==> src/core/scr_pkg.sv <==
package scr_pkg;

	// configuration indexes of this slice
	localparam logic [7:0] IDX_ECP_FIFO_THRESHOLD = 8'h0a;
	localparam logic [7:0] IDX_DRIVE_RATE_TABLE_SELECT = 8'h0b;
	localparam logic [7:0] IDX_UART_MODE_CONTROL = 8'h0c;
	localparam logic [7:0] IDX_DEVICE_IDENTIFIER = 8'h0d;
	localparam logic [7:0] IDX_REVISION_IDENTIFIER = 8'h0e;
	localparam logic [7:0] IDX_FACTORY_TEST_BITS = 8'h0f;
	localparam logic [7:0] IDX_CLOCK_GENERATOR_CONTROL = 8'h10;

	// reset values
	localparam logic [7:0] RST_ECP_FIFO_THRESHOLD = 8'h00;
	localparam logic [7:0] RST_DRIVE_RATE_TABLE_SELECT = 8'h00;
	localparam logic [7:0] RST_UART_MODE_CONTROL = 8'h00;
	localparam logic [7:0] RST_FACTORY_TEST_BITS = 8'h00;
	localparam logic [7:0] RST_CLOCK_GENERATOR_CONTROL = 8'h00;

	// writable bit masks; other bits read zero
	localparam logic [7:0] MASK_ECP_FIFO_THRESHOLD = 8'h0f;
	localparam logic [7:0] MASK_CLOCK_GENERATOR_CONTROL = 8'hf8;

	// uart mode control field positions
	localparam int UMC_RX_INVERT = 0;
	localparam int UMC_TX_INVERT = 1;
	localparam int UMC_HALF_DUPLEX = 2;
	localparam int UMC_ENC_LSB = 3;
	localparam int UMC_UART1_FAST = 6;
	localparam int UMC_UART2_FAST = 7;

	// clock generator control field positions
	localparam int CGC_LOOP_GAIN = 3;
	localparam int CGC_LOOP_HALT = 4;
	localparam int CGC_UART_CLOCK_GATE = 5;
	localparam int CGC_REF_SELECT = 6;
	localparam int CGC_IR_TEST = 7;

	// second uart encodings
	localparam logic [2:0] ENC_STANDARD = 3'h0;
	localparam logic [2:0] ENC_PULSE_IR = 3'h1;
	localparam logic [2:0] ENC_ASK_IR = 3'h2;

	// identity codes; values arbitrary
	localparam logic [7:0] DEF_DEVICE_ID = 8'h5a;
	localparam logic [7:0] DEF_REVISION_ID = 8'h01;

	typedef struct packed {
		logic [7:0] ecp_fifo_threshold;
		logic [7:0] drive_rate_table_select;
		logic [7:0] uart_mode_control;
		logic [7:0] factory_test_bits;
		logic [7:0] clock_generator_control;
		logic [7:0] rdata;
		logic rvalid;
	} scr_state_t;

	typedef struct packed {
		logic [1:0] drive3;
		logic [1:0] drive2;
		logic [1:0] drive1;
		logic [1:0] floppy_drive_zero;
	} scr_rate_sel_t;

endpackage

==> src/core/scr_regs.sv <==
`timescale 1ns/1ps
`default_nettype none

module scr_regs
	import scr_pkg::*;
#(
	parameter logic [7:0] DEVICE_ID = DEF_DEVICE_ID,
	parameter logic [7:0] REVISION_ID = DEF_REVISION_ID
) (
	// clock and reset
	input wire logic CLK_IN,
	input wire logic RST_IN,
	// configuration access from the index/data front end
	input wire logic CFG_MODE_IN,
	input wire logic [7:0] CFG_INDEX_IN,
	input wire logic CFG_WR_IN,
	input wire logic CFG_RD_IN,
	input wire logic [7:0] CFG_WDATA_IN,
	output logic [7:0] CFG_RDATA_OUT,
	output logic CFG_RVALID_OUT,
	// serial data paths of the second uart
	input wire logic UART2_RX_PIN_IN,
	input wire logic UART2_TX_CORE_IN,
	input wire logic UART_RX_DATA_IN,
	output logic UART2_RX_CORE_OUT,
	output logic UART2_TX_PIN_OUT,
	output logic SERIAL_OUTPUT_PIN_OUT,
	// controls to the function units
	output logic [3:0] PARALLEL_FIFO_LEVEL_TRIGGER_OUT,
	output scr_rate_sel_t RATE_TABLE_SEL_OUT,
	output logic UART2_HALF_DUPLEX_OUT,
	output logic [2:0] UART2_ENCODING_OUT,
	output logic UART1_HIGH_SPEED_OUT,
	output logic UART2_HIGH_SPEED_OUT,
	output logic [7:0] TEST_BITS_OUT,
	output logic MULTIPLIER_LOOP_GAIN_OUT,
	output logic MULTIPLIER_LOOP_HALT_OUT,
	output logic UART_CLOCK_GATE_OUT,
	output logic REF_CLOCK_SELECT_OUT
);

	scr_state_t state;
	scr_state_t next_state;
	logic [1:0] rx_sync;
	logic rx_pin;
	logic [1:0] txc_sync;
	logic [1:0] rxd_sync;
	logic rx_core;
	logic tx_pin;
	logic ser_out;

	// read mux, used by the data port; reserved bits and unused indexes come back zero
	function automatic logic [7:0] read_reg(input scr_state_t s, input logic [7:0] idx);
		logic [7:0] v;
		v = 8'h00;
		case (idx)
			IDX_ECP_FIFO_THRESHOLD: v = s.ecp_fifo_threshold & MASK_ECP_FIFO_THRESHOLD;
			IDX_DRIVE_RATE_TABLE_SELECT: v = s.drive_rate_table_select;
			IDX_UART_MODE_CONTROL: v = s.uart_mode_control;
			IDX_DEVICE_IDENTIFIER: v = DEVICE_ID;
			IDX_REVISION_IDENTIFIER: v = REVISION_ID;
			IDX_FACTORY_TEST_BITS: v = s.factory_test_bits;
			IDX_CLOCK_GENERATOR_CONTROL: v = s.clock_generator_control & MASK_CLOCK_GENERATOR_CONTROL;
			default: v = 8'h00;
		endcase
		return v;
	endfunction

	always_comb begin
		next_state = state;
		next_state.rvalid = 1'b0;
		if (CFG_MODE_IN && CFG_WR_IN) begin
			case (CFG_INDEX_IN)
				IDX_ECP_FIFO_THRESHOLD:
					next_state.ecp_fifo_threshold = CFG_WDATA_IN & MASK_ECP_FIFO_THRESHOLD;
				IDX_DRIVE_RATE_TABLE_SELECT:
					next_state.drive_rate_table_select = CFG_WDATA_IN;
				IDX_UART_MODE_CONTROL:
					next_state.uart_mode_control = CFG_WDATA_IN;
				// test bits stored as written; software keeps them zero
				IDX_FACTORY_TEST_BITS:
					next_state.factory_test_bits = CFG_WDATA_IN;
				IDX_CLOCK_GENERATOR_CONTROL:
					next_state.clock_generator_control =
						CFG_WDATA_IN & MASK_CLOCK_GENERATOR_CONTROL;
				default: next_state = next_state;
			endcase
		end
		if (CFG_MODE_IN && CFG_RD_IN) begin
			next_state.rdata = read_reg(state, CFG_INDEX_IN);
			next_state.rvalid = 1'b1;
		end
	end

	always_ff @(posedge CLK_IN) begin
		if (RST_IN) begin
			state.ecp_fifo_threshold <= RST_ECP_FIFO_THRESHOLD;
			state.drive_rate_table_select <= RST_DRIVE_RATE_TABLE_SELECT;
			state.uart_mode_control <= RST_UART_MODE_CONTROL;
			state.factory_test_bits <= RST_FACTORY_TEST_BITS;
			state.clock_generator_control <= RST_CLOCK_GENERATOR_CONTROL;
			state.rdata <= 8'h00;
			state.rvalid <= 1'b0;
		end else begin
			state <= next_state;
		end
	end

	// pin inputs cross two flops before any use
	always_ff @(posedge CLK_IN) begin
		if (RST_IN) begin
			rx_sync <= 2'h0;
			txc_sync <= 2'h0;
			rxd_sync <= 2'h0;
		end else begin
			rx_sync <= {rx_sync[0], UART2_RX_PIN_IN};
			txc_sync <= {txc_sync[0], UART2_TX_CORE_IN};
			rxd_sync <= {rxd_sync[0], UART_RX_DATA_IN};
		end
	end
	assign rx_pin = rx_sync[1];

	always_comb begin
		rx_core = rx_pin ^ state.uart_mode_control[UMC_RX_INVERT];
		tx_pin = txc_sync[1] ^ state.uart_mode_control[UMC_TX_INVERT];
		// ir test: mirror both rx and tx traffic (idle high, so and-merge)
		if (state.clock_generator_control[CGC_IR_TEST]) begin
			ser_out = rxd_sync[1] & txc_sync[1];
		end else begin
			ser_out = tx_pin;
		end
	end

	// every output registered; serial paths add one cycle of latency
	always_ff @(posedge CLK_IN) begin
		if (RST_IN) begin
			UART2_RX_CORE_OUT <= 1'b1;
			UART2_TX_PIN_OUT <= 1'b1;
			SERIAL_OUTPUT_PIN_OUT <= 1'b1;
			CFG_RDATA_OUT <= 8'h00;
			CFG_RVALID_OUT <= 1'b0;
			PARALLEL_FIFO_LEVEL_TRIGGER_OUT <= 4'h0;
			RATE_TABLE_SEL_OUT <= '0;
			UART2_HALF_DUPLEX_OUT <= 1'b0;
			UART2_ENCODING_OUT <= ENC_STANDARD;
			UART1_HIGH_SPEED_OUT <= 1'b0;
			UART2_HIGH_SPEED_OUT <= 1'b0;
			TEST_BITS_OUT <= 8'h00;
			MULTIPLIER_LOOP_GAIN_OUT <= 1'b0;
			MULTIPLIER_LOOP_HALT_OUT <= 1'b0;
			UART_CLOCK_GATE_OUT <= 1'b0;
			REF_CLOCK_SELECT_OUT <= 1'b0;
		end else begin
			UART2_RX_CORE_OUT <= rx_core;
			UART2_TX_PIN_OUT <= tx_pin;
			SERIAL_OUTPUT_PIN_OUT <= ser_out;
			CFG_RDATA_OUT <= next_state.rdata;
			CFG_RVALID_OUT <= next_state.rvalid;
			PARALLEL_FIFO_LEVEL_TRIGGER_OUT <= next_state.ecp_fifo_threshold[3:0];
			RATE_TABLE_SEL_OUT <= scr_rate_sel_t'(next_state.drive_rate_table_select);
			UART2_HALF_DUPLEX_OUT <= next_state.uart_mode_control[UMC_HALF_DUPLEX];
			// reserved codes pass through; the uart treats them as it sees fit
			UART2_ENCODING_OUT <= next_state.uart_mode_control[UMC_ENC_LSB +: 3];
			UART1_HIGH_SPEED_OUT <= next_state.uart_mode_control[UMC_UART1_FAST];
			UART2_HIGH_SPEED_OUT <= next_state.uart_mode_control[UMC_UART2_FAST];
			TEST_BITS_OUT <= next_state.factory_test_bits;
			MULTIPLIER_LOOP_GAIN_OUT <= next_state.clock_generator_control[CGC_LOOP_GAIN];
			MULTIPLIER_LOOP_HALT_OUT <= next_state.clock_generator_control[CGC_LOOP_HALT];
			// one bit both gates the 24 MHz feed and holds the dividers reset
			UART_CLOCK_GATE_OUT <= next_state.clock_generator_control[CGC_UART_CLOCK_GATE];
			REF_CLOCK_SELECT_OUT <= next_state.clock_generator_control[CGC_REF_SELECT];
		end
	end

endmodule

`default_nettype wire

==> config.mk <==
export PLATFORM = sky130hd
export DESIGN_NAME = scr_regs
export DESIGN_NICKNAME = d
export VERILOG_FILES = /design/src/core/scr_pkg.sv /design/src/core/scr_regs.sv
export SDC_FILE = /design/constraint.sdc
export NUM_CORES = 1
export LEC_CHECK = 0
export ABC_AREA = 1
export ABC_CLOCK_PERIOD_IN_PS = 2350
export BUFFER_PORTS_ARGS = -buffer_cell sky130_fd_sc_hd__buf_2
export CAP_MARGIN = 5
export CORE_ASPECT_RATIO = 0.8
export CORE_MARGIN = 1
export CORE_UTILIZATION = 35
export DETAILED_ROUTE_END_ITERATION = 16
export SYNTH_ARGS = -nofsm -noshare
export SYNTH_HDL_FRONTEND = slang
export SYNTH_SLANG_ARGS = --single-unit
==> constraint.sdc <==
create_clock -name CLK_IN -period 2.35 [get_ports CLK_IN]
set_input_delay 0.235 -clock CLK_IN [delete_from_list [all_inputs] [get_ports CLK_IN]]
set_output_delay 0.235 -clock CLK_IN [all_outputs]
set_load 0.01 [all_outputs]
==> results of run 1 <==
-- routing by layer --
metal	up-vias	wire length, um
li1	1106	-
met1	964	3110
met2	78	2600
met3	7	539
met4	0	53
met5	-	0
-- worst max-delay path: stages --
cell and delay, ps:
buf_2 110, inv_2 50, nand2_2 80, nor2_4 320, nand3_2 360, o21ai_0 260, a21oi_1 70
-- registers in the layout, indices dropped and copies added, names as in the netlist --
register	flops
CFG_RDATA_OUT	8
CFG_RVALID_OUT	1
SERIAL_OUTPUT_PIN_OUT	1
TEST_BITS_OUT	8
UART2_RX_CORE_OUT	1
UART2_TX_PIN_OUT	1
rx_sync	2
rxd_sync	2
state	25
txc_sync	2
-- power by group through the flow --
stage	combinational (mW)	sequential, mW	clock [mW]
after global placement	0.106	0.896	0
after floorplan	0.0596	0.898	0
final	0.108	0.876	0.631
after CTS	0.109	0.877	0.635
after detailed placement	0.109	0.897	0
after global routing	0.122	0.878	0.670
-- final cells by class --
| cell class | instances | area (um2) |
|---|---|---|
| sequential | 51 | 1020 |
| clock inverter | 3 | 43.8 |
| multi-input combinational | 205 | 980 |
| tap | 84 | 105 |
| clock buffer | 5 | 68.8 |
| inverter | 38 | 143 |
| timing repair buffer | 65 | 325 |
| fill | 717 | 3850 |
-- layout by cell type, fill, tap and decap left out --
cell type	netlist	layout
or2_2	1	1
clkinv_4	0	1
inv_1	29	29
nand3_1	32	32
o21ai_1	15	15
nor2_1	37	37
nand3_2	2	2
o21ai_0	24	24
dfxtp_1	51	51
bufinv_16	0	1
nor2_4	3	3
xor2_1	1	1
nand4_1	1	1
buf_2	2	65
nand2_1	44	44
inv_2	9	9
a21oi_1	31	31
clkinv_2	0	1
nor2_2	5	5
a21oi_2	1	1
clkbuf_8	0	5
nand2_2	8	8
-- synth_stat cells (all sizes together) --
| cell | number | area [um2] |
|---|---|---|
| dfxtp | 51 | 1020 |
| xor2 | 1 | 8.76 |
| nand4 | 1 | 6.26 |
| o21ai | 39 | 195 |
| nor2 | 45 | 204 |
| or2 | 1 | 6.26 |
| nand2 | 52 | 215 |
| inv | 38 | 143 |
| nand3 | 34 | 180 |
| a21oi | 32 | 164 |
| buf | 35 | 265 |
| clkbuf | 5 | 18.8 |
-- per-stage QoR --
step / worst slack, ps / std cells / util / cell area, um2 / total power [mW]
final: 1050 / 451 / 0.411 / 2690 / 1.61
after CTS: 1060 / 451 / 0.411 / 2690 / 1.62
after global routing: 883 / 451 / 0.411 / 2690 / 1.67
after floorplan: 1240 / 334 / - / 2430 / 0.958
after global placement: 744 / 443 / 0.394 / 2570 / 1.00
after detailed placement: 713 / 443 / 0.394 / 2570 / 1.01
-- cell families (layout without fill, tap and decap cells) --
kind of cell | Yosys count | in the layout | synth area share
AND/OR/NAND/NOR | 133 | 133 | 0.252
buffers and inverters | 78 | 111 | 0.176
AO/OA/AOI/OAI | 71 | 71 | 0.148
flip-flops | 51 | 51 | 0.421
XOR/XNOR | 1 | 1 | 0.00361
-- how the worst max path moves through the flow --
stage                              to             from  slack [ps]  cells past startpoint
2_1_floorplan  state[14]$_SDFFE_PP0P_  CFG_INDEX_IN[5]        1240                      8
3_3_place_gp   state[37]$_SDFFE_PP0P_  CFG_INDEX_IN[5]         740                      7
3_5_place_dp   state[37]$_SDFFE_PP0P_  CFG_INDEX_IN[5]         710                      7
4_1_cts        state[37]$_SDFFE_PP0P_  CFG_INDEX_IN[5]        1060                      7
5_1_grt        state[37]$_SDFFE_PP0P_  CFG_INDEX_IN[6]         880                      7
6_report       state[37]$_SDFFE_PP0P_  CFG_INDEX_IN[6]        1050                      7
==> metrics.cfg, run 1 <==
[power]
p_int_mw=1.22
leakage_nw=1.20
p_comb_frac=0.067
p_per_area_nw_per_um2=601
clkPwrFrac=0.390
peakVddDrop_v=0.000241
power_frac_seq=0.543
switching_share=0.241
p_sw_mw=0.390

[critical_path]
r2r_setup_slack_ps=1380
worstPathRequired_ps=2550
worstSetupPathType=in -> reg
path_max_fanout=16
reg2reg_from=state[42]$_SDFFE_PP0P_
crit_arrival_ps=1500
r2r_cells=4
end_kind=flop
start_kind=primary input
reg2reg_to=CFG_RDATA_OUT[1]$_SDFFE_PP0P_

[global_route]
use_met1=0.289
grt_usage=0.183
antenna_found_initial=0
met3_usage=0.0369
grt_pass1_vias=1925
grt_pass1_wl_mm=10.1
grt_util_met2=0.250
grt_max_degree=27
gr-total-overflow=0
top_usage_layer=met1

[placed_design]
portBuffers=65
routabilityCongestion=0.924
dpl.hpwl_mm=4.69

[floorplan]
initial_utilization=0.371
core_area_um2=6540
ios=66
die_w_um=95.1
die_h_um=76.5
dieArea_um2=7270
rows=26

[route]
wl_mm=6.31
drc=0
dr.pass1.iters=4
drt_iter0_markers=146
avgViaCountPerCell=4.78
drt-wirelength-per-cell_um=14.0
ant_nets=0
vias=2155

[timing]
slew-limit-headroom=0.560
rsz0062_at_grt=no
fin_crit_ps=1300
clock_skew_ps=3.17
fin_crit_sh=0.555
hold_violations=0
final.setup.tns_ps=0
max_freq_mhz=767
finalSetupViolations=0
final_max_slew_viol_count=0
tightest_slew_ps=660
holdWs_ps=118

[yosys]
synth_cell_types=21
ys_ff_latch=51
synth_cells=334
yosys_warnings=0
syn_avg_cell_area_um2=7.27
synth-seq-area-share=0.421
syn-num-nets=358
syn_area_um2=2430

[cts]
clk_path_buf_depth=2
cts_resized=0
holdBufCountCts=0
htree_levels=2
clk_pin_slew_ps=100
root_buffer=clkbuf_8
cts_buffers=5
insertion_delay_ps=310
clock_sink_count=51
cts_tree=built
post-cts-setup-buffers=0

[final_layout]
area_growth_pct=10.7
diodes=0
nNetsFinal=390
drive_gt1_frac=0.278

[run]
maxCapViolations=0

[hold_path]
min_path_cells=3
hp-start=UART2_TX_CORE_IN
min_to=txc_sync[0]$_SDFF_PP0_
hp-class=in -> reg

[status]
outcome=finished, final reports clean

Note: power is estimated with default switching activity, not from simulation.
==> inputs of run 2 (changes only) <==
- ABC_CLOCK_PERIOD_IN_PS: 2350 -> 1050
- clock period: 2.35 -> 1.05 ns (I/O delays scaled with it)
==> run 2 against run 1 <==
Sequential power increased by 120%. Combinational power increased to 2.6 times the previous value. Critical path depth decreased by 5. Critical path type is now reg -> out. Worst hold slack got worse by 19 ps. Core utilization increased by 3.7 points. Register-to-register slack got worse by 1300 ps.
==> metrics.cfg, run 2 (same netlist as run 1, synthesis figures left out) <==
[placed_design]
routabilityCongestion=0.876  ; -5.2%
dpl.hpwl_mm=4.93  ; +5.1%
dp_slack_ps=-223  ; -936 ps
postPlaceCellArea_um2=2770  ; +7.5%
portBuffers=65  ; unchanged

[timing]
max_freq_mhz=1010
final.setup.tns_ps=0  ; unchanged
finalSetupViolations=0  ; unchanged
final_max_slew_viol_count=0  ; unchanged
hold_violations=0  ; unchanged
rsz0062_at_grt=no
fin_crit_ps=992
slew-limit-headroom=0.809  ; +0.249
fin_ws_ps=58.4  ; -988 ps
tightest_slew_ps=284  ; -376 ps
clock_skew_ps=6.56  ; +3.40 ps
fin_crit_sh=0.944

[power]
p_sw_mw=0.851  ; +120%
p_per_area_nw_per_um2=1270  ; +110%
clkPwrFrac=0.393  ; +0.003
p_comb_frac=0.077  ; +0.010
leakage_nw=1.34  ; +12%
peakVddDrop_v=0.000657  ; +170%
switching_share=0.230  ; -0.0117
p_int_mw=2.85  ; +130%
power_frac_seq=0.530  ; -0.013

[critical_path]
start_kind=flop
reg2reg_from=state[16]$_SDFFE_PP0P_
worstSetupPathType=reg -> out
reg2reg_to=CFG_RDATA_OUT[7]$_SDFFE_PP0P_
r2r_cells=4  ; unchanged
crit_arrival_ps=890  ; -610 ps
worstPathRequired_ps=940  ; -1610 ps
r2r_setup_slack_ps=120  ; -1260 ps
end_kind=output pin
path_max_fanout=2  ; -14

[route]
ant_nets=0  ; unchanged
drt-wirelength-per-cell_um=13.3  ; -4.9%
wl_mm=6.36  ; +0.79%
vias=2252  ; +4.5%
drt_iter0_markers=149  ; +2.1%
avgViaCountPerCell=4.71  ; -1.4%
dr.pass1.iters=4  ; unchanged
drc=0  ; unchanged

[status]
outcome=finished, final reports clean

[floorplan]
core_area_um2=6540  ; unchanged
initial_utilization=0.371  ; unchanged
rows=26  ; unchanged
dieArea_um2=7270  ; unchanged
ios=66  ; unchanged
die_h_um=76.5  ; unchanged
die_w_um=95.1  ; unchanged

[cts]
htree_levels=2  ; unchanged
clock_sink_count=51  ; unchanged
root_buffer=clkbuf_8
clk_path_buf_depth=2  ; unchanged
cts_tree=built
insertion_delay_ps=300  ; about the same
cts_buffers=5  ; unchanged
clk_pin_slew_ps=100  ; about the same

[hold_path]
hp-class=in -> reg
min_to=TEST_BITS_OUT[0]$_SDFFE_PP0P_
min_path_cells=3  ; unchanged
hp-start=CFG_WDATA_IN[0]

[final_layout]
final_cell_mix=buf_2 (65), dfxtp_1 (51), nand2_1 (44), nor2_1 (37), nand3_1 (32)
drive_gt1_frac=0.320  ; +0.0419
area_growth_pct=20.5
final_common_cell=buf_2
diodes=0  ; unchanged
regMostFlops=state
final_util=0.447  ; +0.0365
fillers=681  ; -5.0%
nNetsFinal=417  ; +6.9%
largest_register_ffs=25  ; unchanged
reg_top3=state (25), CFG_RDATA_OUT (8), TEST_BITS_OUT (8)
design_area_um2=2930  ; +8.9%

[global_route]
grt_max_degree=18  ; -33%
antenna_found_initial=0  ; unchanged
grt_pass1_vias=2018  ; +4.8%
gr-total-overflow=0  ; unchanged
grt_usage=0.183  ; about the same
grt_pass1_wl_mm=10.3  ; +1.7%

[run]
maxCapViolations=0  ; unchanged

## run 2: cell count changes in the layout (fill, tap and decap cells not counted), moves of 2 or more
cell / delta
buf_4: +23
dlygate4sd3_1: +3
o21ai_0: -2
o21ai_1: +2
## run 2: cell type report
cell class,count,area (um2),area share
Timing Repair Buffer,92,548,0.187
Inverter,38,145,0.0496
Clock buffer,6,82.6,0.0282
Multi-Input combinational cell,205,985,0.337
Tap cell,84,105,0.0359
Clock inverter,2,38.8,0.0133
Sequential cell,51,1020,0.349
## run 2: worst max-delay path by stage
| stage | start | end | depth (start not counted) |
|---|---|---|---|
| global placement | CFG_INDEX_IN[7] | state[28]$_SDFFE_PP0P_ | 8 |
| floorplan | CFG_INDEX_IN[5] | state[14]$_SDFFE_PP0P_ | 8 |
| finish | state[28]$_SDFFE_PP0P_ | UART2_ENCODING_OUT[0] | 2 |
| CTS | state[28]$_SDFFE_PP0P_ | UART2_ENCODING_OUT[0] | 2 |
| global route | CFG_INDEX_IN[7] | state[12]$_SDFFE_PP0P_ | 9 |
| detailed placement | CFG_INDEX_IN[7] | state[27]$_SDFFE_PP0P_ | 8 |
## run 2: power groups by stage
stage	logic [mW]	clock network (mW)	registers (mW)
global placement	0.274	0	2.01
finish	0.286	1.45	1.96
CTS	0.287	1.49	1.96
floorplan	0.133	0	2.01
global route	0.318	1.57	1.97
detailed placement	0.276	0	2.01
## run 2: through the flow
stage	hold WS [ps]	power (mW)	cells
finish	99.1	3.70	478
global route	104	3.85	478
CTS	94.1	3.74	478
detailed placement	311	2.28	467
global placement	306	2.28	467
floorplan	212	2.14	334
## run 2: routing by layer
metal  share of wire  track usage  wire [um]  up-vias
li1                -            -          -     1161
met1            0.52        0.283       3310     1006
met2            0.41        0.260       2600       81
met3           0.066       0.0369        421        4
met4          0.0042       0.0318         27        0
met5               0            0          0        -
## run 2: what timing repair did
item,4_1_cts,5_1_grt
hold endpoints to repair,3,0
setup buffers,0,0
resized for setup,0,4
hold buffers,3,0
endpoints found under the setup margin,0,6
## run 2: critical path, stage by stage, from the launching register on
cell and delay, ps:
dfxtp_1 320, buf_4 130, buf_2 130
